$ cat config.mk
export PLATFORM = sky130hd
export DESIGN_NAME = cwd_config_word_decoder
export DESIGN_NICKNAME = d
export VERILOG_FILES = /design/src/design/cwd_config_word_decoder.v
export VERILOG_INCLUDE_DIRS = /design/src /design/src/design
export SDC_FILE = /design/constraint.sdc
export NUM_CORES = 1
export LEC_CHECK = 0
export ABC_AREA = 1
export BUFFER_PORTS_ARGS = -buffer_cell sky130_fd_sc_hd__buf_2
export CAP_MARGIN = 20
export CORE_MARGIN = 2
export CORE_UTILIZATION = 49
export DETAILED_ROUTE_END_ITERATION = 12
export PLACE_DENSITY = 0.84
export SYNTH_ARGS = -nofsm -noshare
export SYNTH_HDL_FRONTEND = slang
export SYNTH_SLANG_ARGS = --single-unit
$ cat constraint.sdc
create_clock -name clk_i -period 3.4 [get_ports clk_i]
set_input_delay 0.85 -clock clk_i [delete_from_list [all_inputs] [get_ports clk_i]]
set_output_delay 0.85 -clock clk_i [all_outputs]
set_load 0.02 [all_outputs]
$ cat src/design/cwd_defines.vh
// register offsets, field positions, erase key and blank word for the config word decoder
`ifndef CWD_DEFINES_VH
`define CWD_DEFINES_VH
`define CWD_OFS_WORD_ONE 12'h000
`define CWD_OFS_WORD_TWO 12'h004
`define CWD_OFS_CONTROL 12'h008
`define CWD_OFS_STATUS 12'h00C
`define CWD_OFS_ERASE 12'h010
`define CWD_ERASE_KEY 32'h0000A5E5
`define CWD_BLANK_WORD 14'h3FFF
`define CWD_ONE_FIXED_MASK 14'h3104
`define CWD_TWO_FIXED_MASK 14'h11FC
`define CWD_BIT_CLK_OUT_EN_N 11
`define CWD_BROWNOUT_HI 10
`define CWD_BROWNOUT_LO 9
`define CWD_BIT_PROTECT_N 7
`define CWD_BIT_RSTSEL 6
`define CWD_BIT_PWRUP_N 5
`define CWD_WDOG_HI 4
`define CWD_WDOG_LO 3
`define CWD_OSC_HI 1
`define CWD_OSC_LO 0
`define CWD_BIT_LV_PROG 13
`define CWD_BIT_LP_BROWNOUT_N 11
`define CWD_BIT_TRIP_SEL 10
`define CWD_BIT_STACK_RST 9
`define CWD_SELF_WR_HI 1
`define CWD_SELF_WR_LO 0
`define CWD_MODE_ON 2'h3
`define CWD_MODE_RUN 2'h2
`define CWD_MODE_SW 2'h1
`define CWD_MODE_OFF 2'h0
`define CWD_SELF_WR_LIM_10 12'h1FF
`define CWD_SELF_WR_LIM_01 12'h3FF
`define CWD_SELF_WR_LIM_00 12'h7FF
`endif

$ cat src/design/cwd_config_word_decoder.v
// configuration word store and decoder with an apb register port
//
// Design decisions made here: the register addresses and register access over APB.
`timescale 1ns/10ps
`include "cwd_defines.vh"

// Overview of operation
// - Unused bits of both words always read back as one.
// - Clock-output enable bit one gives general I/O, zero gives clock out.
// - Brown-out field: 11 on, 10 on while awake, 01 software, 00 off.
// - Code protection is active when bit 7 of word one is zero.
// - Once code protection is on only a bulk erase clears it; srst_i holds code_protect_o low only while asserted.
// - Reset-pin select is ignored under low-voltage programming.
// - Power-up timer enable bit is active low.
// - Brown-out and power-up timer settings decode independently.
// - Watchdog field: 11 on, 10 on while awake, 01 software, 00 off.
// - Oscillator field picks external high, medium, low or internal.
// - Low-voltage programming bit one allows low-voltage entry.
// - Low-power brown-out enable bit is active low.
// - Threshold bit one picks the low trip point, zero the high one.
module cwd_config_word_decoder (
  input wire clk_i,
  input wire srst_i,
  input wire psel_i,
  input wire penable_i,
  input wire pwrite_i,
  input wire [11:0] paddr_i,
  input wire [31:0] pwdata_i,
  input wire [3:0] pstrb_i,
  output wire pready_o,
  output reg [31:0] prdata_o,
  output wire pslverr_o,
  input wire sleep_i,
  input wire software_brownout_enable_i,
  input wire software_watchdog_enable_i,
  input wire port_pullup_ctrl_bit_i,
  input wire stack_fault_i,
  input wire [10:0] self_write_addr_i,
  output reg clock_output_pin_en_o,
  output reg brownout_reset_en_o,
  output reg code_protect_o,
  output reg external_reset_pin_en_o,
  output reg reset_pin_pullup_o,
  output reg powerup_delay_timer_en_o,
  output reg watchdog_en_o,
  output reg [1:0] oscillator_select_o,
  output reg clock_input_pin_used_o,
  output reg low_voltage_prog_enable_o,
  output reg low_power_brownout_en_o,
  output reg brownout_threshold_low_o,
  output reg stack_fault_reset_o,
  output reg self_write_blocked_o
);

  reg [13:0] word_one_r;
  reg [13:0] word_two_r;
  reg [13:0] word_one_nxt;
  reg [13:0] word_two_nxt;
  reg protect_lock_r;
  reg protect_lock_nxt;
  reg [31:0] rdata_nxt;
  reg bad_addr;
  reg clock_output_pin_en_nxt;
  reg brownout_reset_en_nxt;
  reg code_protect_nxt;
  reg external_reset_pin_en_nxt;
  reg reset_pin_pullup_nxt;
  reg powerup_delay_timer_en_nxt;
  reg watchdog_en_nxt;
  reg [1:0] oscillator_select_nxt;
  reg clock_input_pin_used_nxt;
  reg low_voltage_prog_enable_nxt;
  reg low_power_brownout_en_nxt;
  reg brownout_threshold_low_nxt;
  reg stack_fault_reset_nxt;
  reg self_write_blocked_nxt;

  wire wr_acc;
  wire rd_acc;
  wire erase_hit;
  wire [13:0] one_rd;
  wire [13:0] two_rd;

  // mode fields share one decode: on, on while awake, software, off
  function mode_en;
    input [1:0] mode;
    input asleep;
    input sw_en;
    begin
      case (mode)
        `CWD_MODE_ON: mode_en = 1'b1;
        `CWD_MODE_RUN: mode_en = ~asleep;
        `CWD_MODE_SW: mode_en = sw_en;
        default: mode_en = 1'b0;
      endcase
    end
  endfunction

  // merge a written word under the byte strobes
  function [13:0] strb_merge;
    input [13:0] old;
    input [31:0] data;
    input [3:0] strb;
    begin
      strb_merge = old;
      if (strb[0]) begin
        strb_merge[7:0] = data[7:0];
      end
      if (strb[1]) begin
        strb_merge[13:8] = data[13:8];
      end
    end
  endfunction

  // every protected range starts at address zero, so only the ceiling
  // differs between codes; the widened address keeps the compare unsigned
  function self_wr_hit;
    input [1:0] range_sel;
    input [10:0] addr;
    begin
      case (range_sel)
        2'h2: self_wr_hit = ({1'b0, addr} <= `CWD_SELF_WR_LIM_10);
        2'h1: self_wr_hit = ({1'b0, addr} <= `CWD_SELF_WR_LIM_01);
        2'h0: self_wr_hit = ({1'b0, addr} <= `CWD_SELF_WR_LIM_00);
        default: self_wr_hit = 1'b0;
      endcase
    end
  endfunction

  // zero-wait slave: every access ends in its first access cycle
  assign pready_o = 1'b1;
  assign wr_acc = psel_i & penable_i & pwrite_i;
  assign rd_acc = psel_i & penable_i & ~pwrite_i;
  assign pslverr_o = psel_i & penable_i & bad_addr;
  // erase needs the exact key on all lanes so a stray write cannot wipe
  assign erase_hit = wr_acc && (paddr_i == `CWD_OFS_ERASE) &&
    (pwdata_i == `CWD_ERASE_KEY) && (pstrb_i == 4'hF);

  assign one_rd = word_one_r | `CWD_ONE_FIXED_MASK;
  assign two_rd = word_two_r | `CWD_TWO_FIXED_MASK;

  always @* begin
    bad_addr = 1'b0;
    rdata_nxt = 32'h00000000;
    case (paddr_i)
      `CWD_OFS_WORD_ONE: rdata_nxt = {18'h00000, one_rd};
      `CWD_OFS_WORD_TWO: rdata_nxt = {18'h00000, two_rd};
      `CWD_OFS_CONTROL: rdata_nxt = {31'h00000000, protect_lock_r};
      `CWD_OFS_STATUS: rdata_nxt = {20'h00000, watchdog_en_o,
        brownout_reset_en_o, powerup_delay_timer_en_o,
        external_reset_pin_en_o, code_protect_o, clock_output_pin_en_o,
        low_power_brownout_en_o, low_voltage_prog_enable_o,
        brownout_threshold_low_o, stack_fault_reset_o,
        oscillator_select_o};
      `CWD_OFS_ERASE: rdata_nxt = 32'h00000000;
      default: bad_addr = 1'b1;
    endcase
  end

  always @* begin
    word_one_nxt = word_one_r;
    word_two_nxt = word_two_r;
    protect_lock_nxt = protect_lock_r;
    if (wr_acc) begin
      case (paddr_i)
        `CWD_OFS_WORD_ONE: begin
          word_one_nxt = strb_merge(word_one_r, pwdata_i, pstrb_i);
          if (protect_lock_r) begin
            word_one_nxt[`CWD_BIT_PROTECT_N] = 1'b0;
          end
        end
        `CWD_OFS_WORD_TWO: begin
          word_two_nxt = strb_merge(word_two_r, pwdata_i, pstrb_i);
        end
        `CWD_OFS_ERASE: begin
          if (erase_hit) begin
            word_one_nxt = `CWD_BLANK_WORD;
            word_two_nxt = `CWD_BLANK_WORD;
            protect_lock_nxt = 1'b0;
          end
        end
        default: begin
          word_one_nxt = word_one_r;
        end
      endcase
    end
    if (!word_one_nxt[`CWD_BIT_PROTECT_N]) begin
      protect_lock_nxt = 1'b1;
    end
  end

  // words model nonvolatile storage, so reset leaves them untouched;
  // they power up unknown until a bulk erase or a write under both low byte strobes gives them a defined value
  always @(posedge clk_i) begin
    word_one_r <= word_one_nxt;
    word_two_r <= word_two_nxt;
    if (srst_i) begin
      prdata_o <= 32'h00000000;
    end else if (rd_acc) begin
      prdata_o <= rdata_nxt;
    end
  end

  // the lock is nonvolatile like the words it guards
  always @(posedge clk_i) begin
    protect_lock_r <= protect_lock_nxt;
  end

  // decoded controls depend only on the stored words, the protection lock and live inputs
  always @* begin
    clock_output_pin_en_nxt = ~one_rd[`CWD_BIT_CLK_OUT_EN_N];
    brownout_reset_en_nxt = mode_en(
      one_rd[`CWD_BROWNOUT_HI:`CWD_BROWNOUT_LO], sleep_i,
      software_brownout_enable_i);
    code_protect_nxt = ~one_rd[`CWD_BIT_PROTECT_N] | protect_lock_r;
    if (two_rd[`CWD_BIT_LV_PROG] || one_rd[`CWD_BIT_RSTSEL]) begin
      external_reset_pin_en_nxt = 1'b1;
      reset_pin_pullup_nxt = 1'b1;
    end else begin
      external_reset_pin_en_nxt = 1'b0;
      reset_pin_pullup_nxt = port_pullup_ctrl_bit_i;
    end
    powerup_delay_timer_en_nxt = ~one_rd[`CWD_BIT_PWRUP_N];
    watchdog_en_nxt = mode_en(
      one_rd[`CWD_WDOG_HI:`CWD_WDOG_LO], sleep_i,
      software_watchdog_enable_i);
    oscillator_select_nxt = one_rd[`CWD_OSC_HI:`CWD_OSC_LO];
    clock_input_pin_used_nxt = |one_rd[`CWD_OSC_HI:`CWD_OSC_LO];
    low_voltage_prog_enable_nxt = two_rd[`CWD_BIT_LV_PROG];
    low_power_brownout_en_nxt = ~two_rd[`CWD_BIT_LP_BROWNOUT_N];
    brownout_threshold_low_nxt = two_rd[`CWD_BIT_TRIP_SEL];
    stack_fault_reset_nxt = stack_fault_i & two_rd[`CWD_BIT_STACK_RST];
    self_write_blocked_nxt = self_wr_hit(
      two_rd[`CWD_SELF_WR_HI:`CWD_SELF_WR_LO], self_write_addr_i);
  end

  // reset shows what blank words decode to, but with brown-out reset, watchdog and stack-fault reset held off,
  // so the core sees a safe setting while the stored words may still be unknown
  always @(posedge clk_i) begin
    if (srst_i) begin
      clock_output_pin_en_o <= 1'b0;
      brownout_reset_en_o <= 1'b0;
      code_protect_o <= 1'b0;
      external_reset_pin_en_o <= 1'b1;
      reset_pin_pullup_o <= 1'b1;
      powerup_delay_timer_en_o <= 1'b0;
      watchdog_en_o <= 1'b0;
      oscillator_select_o <= 2'h3;
      clock_input_pin_used_o <= 1'b1;
      low_voltage_prog_enable_o <= 1'b1;
      low_power_brownout_en_o <= 1'b0;
      brownout_threshold_low_o <= 1'b1;
      stack_fault_reset_o <= 1'b0;
      self_write_blocked_o <= 1'b0;
    end else begin
      clock_output_pin_en_o <= clock_output_pin_en_nxt;
      brownout_reset_en_o <= brownout_reset_en_nxt;
      code_protect_o <= code_protect_nxt;
      external_reset_pin_en_o <= external_reset_pin_en_nxt;
      reset_pin_pullup_o <= reset_pin_pullup_nxt;
      powerup_delay_timer_en_o <= powerup_delay_timer_en_nxt;
      watchdog_en_o <= watchdog_en_nxt;
      oscillator_select_o <= oscillator_select_nxt;
      clock_input_pin_used_o <= clock_input_pin_used_nxt;
      low_voltage_prog_enable_o <= low_voltage_prog_enable_nxt;
      low_power_brownout_en_o <= low_power_brownout_en_nxt;
      brownout_threshold_low_o <= brownout_threshold_low_nxt;
      // a level, not a pulse: the core times its own reset from it
      stack_fault_reset_o <= stack_fault_reset_nxt;
      self_write_blocked_o <= self_write_blocked_nxt;
    end
  end

endmodule

==> results.md, run 1 <==
- Largest net degree at the start of global routing: 22
- Initial DRC Count: 92
- Most common cell after layout, fill and taps aside: buf_2
- GRT overflow: 0
- Yosys reg bits: 46
- Minimum clock period: 2.89 ns
- Post-synthesis simple-gate area fraction: 31.6%
- Post-synthesis compound-gate area fraction: 9.66%
- DRC viols: 0
- XOR/XNOR Fraction of Synth Area: 0%
- Ports: 118
- Number of enable flip-flop cells after synthesis: 15
- Register area share after synthesis: 45.2%
- Tot GR Track Use: 20.4%
- # Max-Cap Violations: 0
- Netlist cell types: 32
- Post-CTS setup buffer count: 0
- Worst EP arrival: 2.04 ns
- Critical path's top delay family: simple AND/OR/NAND/NOR gates
- Input/output buffers: 89
- Peak VDD IR: 0.154 mV
- Nets: 463
- Layout cell share with drive strength beyond 1: 32.9%
- Post-Synthesis Cells: 305
- Antenna violations before repair: 0
- RSZ-0062 raised after global routing: no
- Vias in the first global route: 1897
- Clock sinks: 46
- Final WS setup: 0.510 ns
- Clock Latency Late Sink: 0.30 ns
- Max Root-Sink Buffers: 2
- Leak: 0.00140 uW
- TritonCTS clock tree: done
- Synth Area in Adders: 0%
- Clock-pin slew on the worst setup and hold paths: 0.08 ns
- CP Max Fanout: 11
- Hold WC Path Type: reg2reg
- CP max stage delay: 0.31 ns
- Post-synthesis cell area: 2370 um^2
- Status: completed
- Area after DPL: 2770 um^2
- Hold-fix buffers at CTS: 0
- Htree depth: 2
- Hold WS: 0.441 ns
- Top_reg_cell synth: dfxtp_1
- Critical path startpoint category: primary input
- Initial core utilization: 50.5%
- Critical path buffers and inverters: 2
- Post-cts sizing count: 0
- Vias: 2185
- Num CTS Buffers: 5
- Area Overhead vs Synth: 21.1%
- Average wire per standard cell: 11.8 um
- Crit share post-route: 85.0%
- Final weighted congestion in routability-driven placement: 0.926
- Slew Limit Fails: 0
- First-pass GRT wire length: 8.51 mm
- FMAX: 346 MHz
- Clock root cell: clkbuf_8
- Largest family of logic cells by synthesized area: simple AND/OR/NAND/NOR gates
- Die Span Y: 73.5 um
- Mux contribution to synthesized area: 0%
- Most frequent cells in the layout: 89 x buf_2, 71 x nand2_1, 34 x nor2_1
- Slowest CP cell: a311oi_1
- N_diodes: 0
- Yosys warnings: 0
- Final instance area: 2870 um^2
- DP HPWL: 4.24 mm
- Synth async-reset ratio: 0%
- Kind of critical path: in2out
- Die area: 5410 um^2
- Std cell rows: 25
- Worst Skew: 0.00807 ns
- Post-Place Worst Slack: 0.488 ns
- # setup viols final: 0
- Req. time, crit path: 2.55 ns
- Worst path cell trace: buf_2 > nor2_1 > nand2_2 > nor2_4 > nand2_2 > nand2_1 > a311oi_1 > buf_2
- Final Power: 1040 uW
- Routed Antenna Nets: 0
- Drt pass-1 iters: 4
- Hold Fails Final Rpt: 0
- Core Area: 4690 um^2
- Critical path endpoint category: output port
- Vias per cell: 4.87
- Die span in x: 73.5 um
- Syn avg cell area: 7.77 um^2
- Power Dens Cells: 362 nW/um^2
- TNS Setup: 0 ns
- Routed Wire Length: 5.30 mm
synth_stat cells, types with 2 or more instances:
cell	number	area share, %
nand2_1	71	11
nor2_1	34	5.4
dfxtp_1	31	26
inv_1	28	4.4
nand3_1	24	5.1
buf_4	20	6.3
a21oi_1	15	3.2
edfxtp_1	15	19
o21ai_0	12	2.5
nand2_2	11	2.9
a21oi_2	5	1.8
nand4_1	4	1.1
nor2_4	4	1.9
or2_2	4	1.1
clkbuf_1	3	0.48
inv_2	3	0.48
a31oi_1	2	0.53
conb_1	2	0.32
nand3_2	2	0.84
nor3_1	2	0.42
o211ai_1	2	0.63
metal layers:
metal	vias up	track usage [%]	routed length [um]
li1	1118	-	-
met1	934	25.4	2200
met2	125	35.2	2590
met3	8	4.25	437
met4	0	6.46	73
met5	-	0	0
power breakdown:
part / switching, uW / internal, uW / leakage, uW
sequential: 2.17 / 568 / 0.000368
combinational: 70.6 / 38.9 / 0.000984
clock: 169 / 190 / 0.0000506
total: 242 / 797 / 0.00140
final timing paths:
check / start / to / slack, ns / depth (start not counted)
setup / recovery: paddr_i[3] / pslverr_o / 0.51 / 8
hold / removal: word_one_r[5] / powerup_delay_timer_en_o / 0.44 / 1
setup reg to reg: word_two_r[13] / reset_pin_pullup_o / 2.11 / 4
hold reg to reg: word_one_r[5] / powerup_delay_timer_en_o / 0.44 / 1
cell type report:
class	count	area [um^2]
Timing Repair Buffer	91	460
Sequential cell	46	1070
Inverter	32	121
Tap cell	54	67.6
Fill cell	451	1820
Multi-Input combinational cell	218	1050
Clock buffer	8	101
cells by family after synthesis:
group / count (synthesis)
AND/OR/NAND/NOR: 160
buffers and inverters: 58
flip-flops: 46
AO/OA/AOI/OAI: 39
other: 2
worst register-to-register path: cells and delay by family, from the launching register on:
kind | cells | cell delay (ns)
DFF | 1 | 0.41
buffers and inverters | 1 | 0.06
and+or+nand+nor | 3 | 0.71
metrics by stage:
stage	util [%]	cells
floorplan	-	322
global placement	59.0	441
detailed placement	59.0	441
CTS	61.2	449
global route	61.2	449
finish	61.2	449
state kept, by name, indices dropped and copies added, names as in the netlist, 2 cells and up:
| register | cells |
|---|---|
| prdata_o | 14 |
| oscillator_select_o | 2 |
| word_two_r | 6 |
| word_one_r | 10 |
No activity file was read; power rests on OpenSTA's default activity.
==> run 2: changes to the inputs <==
--- a/config.mk
+++ b/config.mk
@@ -9,6 +9,7 @@
 export ABC_AREA = 1
 export BUFFER_PORTS_ARGS = -buffer_cell sky130_fd_sc_hd__buf_2
 export CAP_MARGIN = 20
+export CORE_ASPECT_RATIO = 0.8
 export CORE_MARGIN = 2
 export CORE_UTILIZATION = 49
 export DETAILED_ROUTE_END_ITERATION = 12
==> run 2 against run 1 <==
First-iteration DRC count up 55%; largest power group unchanged; fmax is 1.9% higher; clock skew fell by 0.0027 ns; highest routed layer unchanged; clock power up 11%; largest cell class unchanged; global-route usage increased by 0.93 points; worst setup slack gained 0.055 ns; total power grew 3.7%.
==> results.md, run 2 (synthesized netlist as in run 1, its figures left out) <==
- Routed Antenna Nets: 0
- Tot GR Track Use: 21.3%
- Core Area: 4620 um^2
- Status: completed
- Largest register FFs: 14
- Vias: 2168
- Worst Skew: 0.00539 ns
- Peak VDD IR: 0.244 mV
- Final weighted congestion in routability-driven placement: 0.883
- Area Overhead vs Synth: 21.4%
- FMAX: 353 MHz
- Initial core utilization: 51.2%
- RSZ-0062 raised after global routing: no
- Drt pass-1 iters: 4
- Hold Fails Final Rpt: 0
- Crit share post-route: 83.4%
- Post-CTS setup buffer count: 0
- Routed Wire Length: 5.34 mm
- TNS Setup: 0 ns
- CP max stage delay: 0.28 ns
- Area of the multi-input gates: 1050 um^2
- Largest net degree at the start of global routing: 22
- Slowest CP cell: o21ai_1
- Post-cts sizing count: 0
- Req. time, crit path: 2.55 ns
- Antenna violations before repair: 0
- Slew Limit Fails: 0
- Num CTS Buffers: 5
- Most frequent cells in the layout: 89 x buf_2, 71 x nand2_1, 34 x nor2_1
- Critical path endpoint category: output port
- DRC viols: 0
- Hold WC Path Type: reg2reg
- Layout cell share with drive strength beyond 1: 33.0%
- Hold WS: 0.446 ns
- First-pass GRT wire length: 8.73 mm
- Ports: 118
- # setup viols final: 0
- Critical path buffers and inverters: 3
- Kind of critical path: in2out
- Clock sinks: 46
- Std cell rows: 22
- Initial DRC Count: 143
- Critical path's top delay family: buffers and inverters
- Worst Tran Pin Value: 0.547 ns
- Leak: 0.00140 uW
- Vias per cell: 4.78
- Biggest regs: prdata_o x14, word_one_r x10, word_two_r x6
- Most common cell after layout, fill and taps aside: buf_2
- Hold-fix buffers at CTS: 0
- Worst path cell trace: buf_2 > nor2_1 > nand2_2 > inv_2 > nand2_1 > o21ai_1 > a311oi_1 > buf_2
- Die area: 5410 um^2
- Die Span Y: 66.2 um
- Final WS setup: 0.564 ns
- Minimum clock period: 2.84 ns
- Die span in x: 81.8 um
- Htree depth: 2
- # fillers: 439
- Most common cell on crit path: buf_2
- Post-Place Worst Slack: 0.409 ns
- Input/output buffers: 89
- Critical path startpoint category: primary input
- CP Max Fanout: 10
- Reg area: 1070 um^2
- Worst EP arrival: 1.99 ns
- Largest reg by FF count: prdata_o
- Clock Latency Late Sink: 0.30 ns
- Rel. slew slack: 63.5%
- Final Power: 1080 uW
- Power Dens Cells: 374 nW/um^2
- N_diodes: 0
- TritonCTS clock tree: done
- Vias in the first global route: 1969
- Clock root cell: clkbuf_8
- # Max-Cap Violations: 0
- Max Root-Sink Buffers: 2
- GRT overflow: 0
- Clock-pin slew on the worst setup and hold paths: 0.08 ns
- Nets: 462
- DP HPWL: 4.30 mm
- Average wire per standard cell: 11.8 um
## run 2: changes by cell type in the layout (fill, tap and decap cells not counted)
cell	previous run	this run
bufinv_16	0	1
buf_4	2	1
clkbuf_16	1	0
clkbuf_1	2	1
inv_4	0	1
## run 2: final cells by class
cell class,count,area share (%)
clock buffers,6,2.52
repair buffers,90,15.7
multi-input cells,218,36.4
flip-flops and latches,46,37.2
well taps,60,2.61
clock inverters,2,1.26
inverters,32,4.22
## run 2: path summary, 6_finish.rpt
path / startpoint / endpoint / slack, ns / depth (start not counted)
setup / recovery: paddr_i[9] / pslverr_o / 0.56 / 8
hold / removal: word_one_r[5] / powerup_delay_timer_en_o / 0.45 / 1
setup reg to reg: word_two_r[13] / reset_pin_pullup_o / 2.11 / 4
hold reg to reg: word_one_r[5] / powerup_delay_timer_en_o / 0.45 / 1
## run 2: layer usage
| metal | part of all wire [%] | GRT usage, % | up-vias |
|---|---|---|---|
| met4 | 1.5 | 7.92 | 0 |
| met3 | 9.5 | 6.15 | 10 |
| met5 | 0 | 0 | - |
| li1 | - | - | 1118 |
| met1 | 45 | 28.1 | 938 |
| met2 | 44 | 33.1 | 102 |
## run 2: power by group
part	internal, uW	switching [uW]	leakage [uW]
combinational	38.9	69.6	0.000979
clock	220	179	0.0000557
sequential	568	2.19	0.000368
## run 2: stage by stage
step | area (um^2) | utilization [%] | instances
2_1_floorplan | 2430 | - | 322
3_3_place_gp | 2770 | 59.9 | 446
3_5_place_dp | 2770 | 59.9 | 446
4_1_cts | 2880 | 62.2 | 454
5_1_grt | 2880 | 62.2 | 454
6_report | 2880 | 62.2 | 454
==> run 3: changes to the inputs <==
--- a/config.mk
+++ b/config.mk
@@ -11,9 +11,9 @@
 export CAP_MARGIN = 20
 export CORE_ASPECT_RATIO = 0.8
 export CORE_MARGIN = 2
-export CORE_UTILIZATION = 49
+export CORE_UTILIZATION = 41
 export DETAILED_ROUTE_END_ITERATION = 12
-export PLACE_DENSITY = 0.84
+export PLACE_DENSITY = 0.75
 export SYNTH_ARGS = -nofsm -noshare
 export SYNTH_HDL_FRONTEND = slang
 export SYNTH_SLANG_ARGS = --single-unit
==> constraint.sdc (replaced) <==
create_clock -name clk_i -period 2.57 [get_ports clk_i]
set_input_delay 0.6425 -clock clk_i [delete_from_list [all_inputs] [get_ports clk_i]]
set_output_delay 0.6425 -clock clk_i [all_outputs]
set_load 0.02 [all_outputs]
==> run 3 against run 2 <==
Non-clock buffer count grew 5; count of clock-buffer cells in the layout shrank 1; critical path type unchanged; flip-flop and latch count is the same; final cell count grew 5.1%; largest power group unchanged; cell area grew 1.3%; sequential power grew 32%.
==> results.md, run 3 (synthesized netlist as in run 1, its figures left out) <==
- Status: completed
- Final Instance Count excl. Fillers: 477
- GRT overflow: 0
- Input/output buffers: 89
- Largest net degree at the start of global routing: 22
- Clock-pin slew on the worst setup and hold paths: 0.08 ns
- First-pass GRT wire length: 8.60 mm
- Post-cts sizing count: 0
- Antenna violations before repair: 0
- Critical path startpoint category: primary input
- # Max-Cap Violations: 0
- DRC viols: 0
- Vias in the first global route: 1913
- # fillers: 591
- Biggest regs: prdata_o x14, word_one_r x10, word_two_r x6
- Most frequent cells in the layout: 89 x buf_2, 71 x nand2_1, 34 x nor2_1
- Most common cell after layout, fill and taps aside: buf_2
- Hold Fails Final Rpt: 0
- Routed Wire Length: 5.57 mm
- Vias per cell: 4.66
- Worst EP arrival: 1.70 ns
- CP Max Fanout: 8
- Die area: 6410 um^2
- Placed insts: 469
- # setup viols final: 0
- DP HPWL: 4.48 mm
- Clock root cell: clkbuf_8
- Worst path cell trace: buf_2 > nor2_4 > nand2_2 > nor2_4 > nand2_2 > nand2_1 > a311oi_1 > buf_2
- Die Span Y: 72 um
- Critical path endpoint category: output port
- TNS Setup: 0 ns
- Routed Antenna Nets: 0
- Largest reg by FF count: prdata_o
- Tot GR Track Use: 17.5%
- Final instance area: 2910 um^2
- Num CTS Buffers: 5
- Max Root-Sink Buffers: 2
- Vias: 2223
- Final weighted congestion in routability-driven placement: 0.838
- Sequential Power Share: 56.9%
- Nets: 467
- Hold WC Path Type: reg2reg
- Area Overhead vs Synth: 23.0%
- Peak VDD IR: 0.163 mV
- Minimum clock period: 2.34 ns
- Req. time, crit path: 1.93 ns
- CP max stage delay: 0.19 ns
- Worst Skew: 0.00423 ns
- TritonCTS clock tree: done
- Clock Latency Late Sink: 0.30 ns
- Hold-fix buffers at CTS: 0
- Critical path buffers and inverters: 2
- Clock sinks: 46
- Core Area: 5530 um^2
- Initial core utilization: 42.9%
- Final Power: 1330 uW
- Area after DPL: 2830 um^2
- N_diodes: 0
- Crit share post-route: 91.0%
- Ports: 118
- Initial DRC Count: 95
- Slew Limit Fails: 0
- Largest register FFs: 14
- Comb power frac: 11.0%
- Layout cell share with drive strength beyond 1: 33.8%
- Slowest CP cell: nor2_4
- Leak: 0.00141 uW
- Power Dens Cells: 455 nW/um^2
- Clk pwr share: 32.2%
- Average wire per standard cell: 11.7 um
- FMAX: 427 MHz
- Final WS setup: 0.231 ns
- RSZ-0062 raised after global routing: no
- Post-Place Worst Slack: 0.157 ns
- Psw: 337 uW
- Std cell rows: 24
- Die span in x: 89 um
- Switching share of power: 25.4%
- Int Power: 990 uW
- Post-CTS setup buffer count: 0
- Kind of critical path: in2out
- Htree depth: 2
- Critical path's top delay family: simple AND/OR/NAND/NOR gates
- Drt pass-1 iters: 4
## run 3: cell types whose count changed in the layout (fill, tap and decap cells not counted)
cell / before / now
bufinv_16: 1 / 0
clkbuf_1: 1 / 0
inv_4: 1 / 0
clkinv_1: 0 / 1
clkinv_2: 1 / 2
buf_4: 1 / 6
clkinvlp_4: 0 / 1
## run 3: final timing paths
check	cells after the start	end	slack (ns)	from
hold / removal	1	powerup_delay_timer_en_o	0.45	word_one_r[5]
setup / recovery	8	pslverr_o	0.23	paddr_i[1]
setup reg to reg	4	reset_pin_pullup_o	1.32	word_two_r[13]
hold reg to reg	1	powerup_delay_timer_en_o	0.45	word_one_r[5]
## run 3: per-stage QoR
stage               util (%)  hold WS, ns
floorplan                  -        0.412
global placement        51.2        0.436
detailed placement      51.2        0.433
CTS                     52.7        0.445
global route            52.7        0.461
finish                  52.7        0.448
## run 3: power by group through the flow
stage | clock network (uW) | registers [uW] | logic (uW)
4_1_cts | 435 | 755 | 145
3_3_place_gp | 0 | 772 | 142
3_5_place_dp | 0 | 772 | 145
6_report | 426 | 755 | 145
2_1_floorplan | 0 | 778 | 93.5
5_1_grt | 459 | 755 | 161
## run 3: final cells by class
cell class,count,area (um^2),share of cell area [%]
clock inverters,3,16.3,0.558
flip-flops and latches,46,1070,36.8
repair buffers,95,490,16.8
well taps,78,97.6,3.35
multi-input cells,218,1050,36.0
inverters,32,121,4.16
clock buffers,5,68.8,2.36
## run 3: per-layer routing
metal / track usage [%] / wire length (um) / share of wire (%)
met1: 25.0 / 2590 / 47
met4: 6.63 / 123 / 2.2
met2: 26.1 / 2390 / 43
met3: 3.87 / 458 / 8.2
met5: 0 / 0 / 0
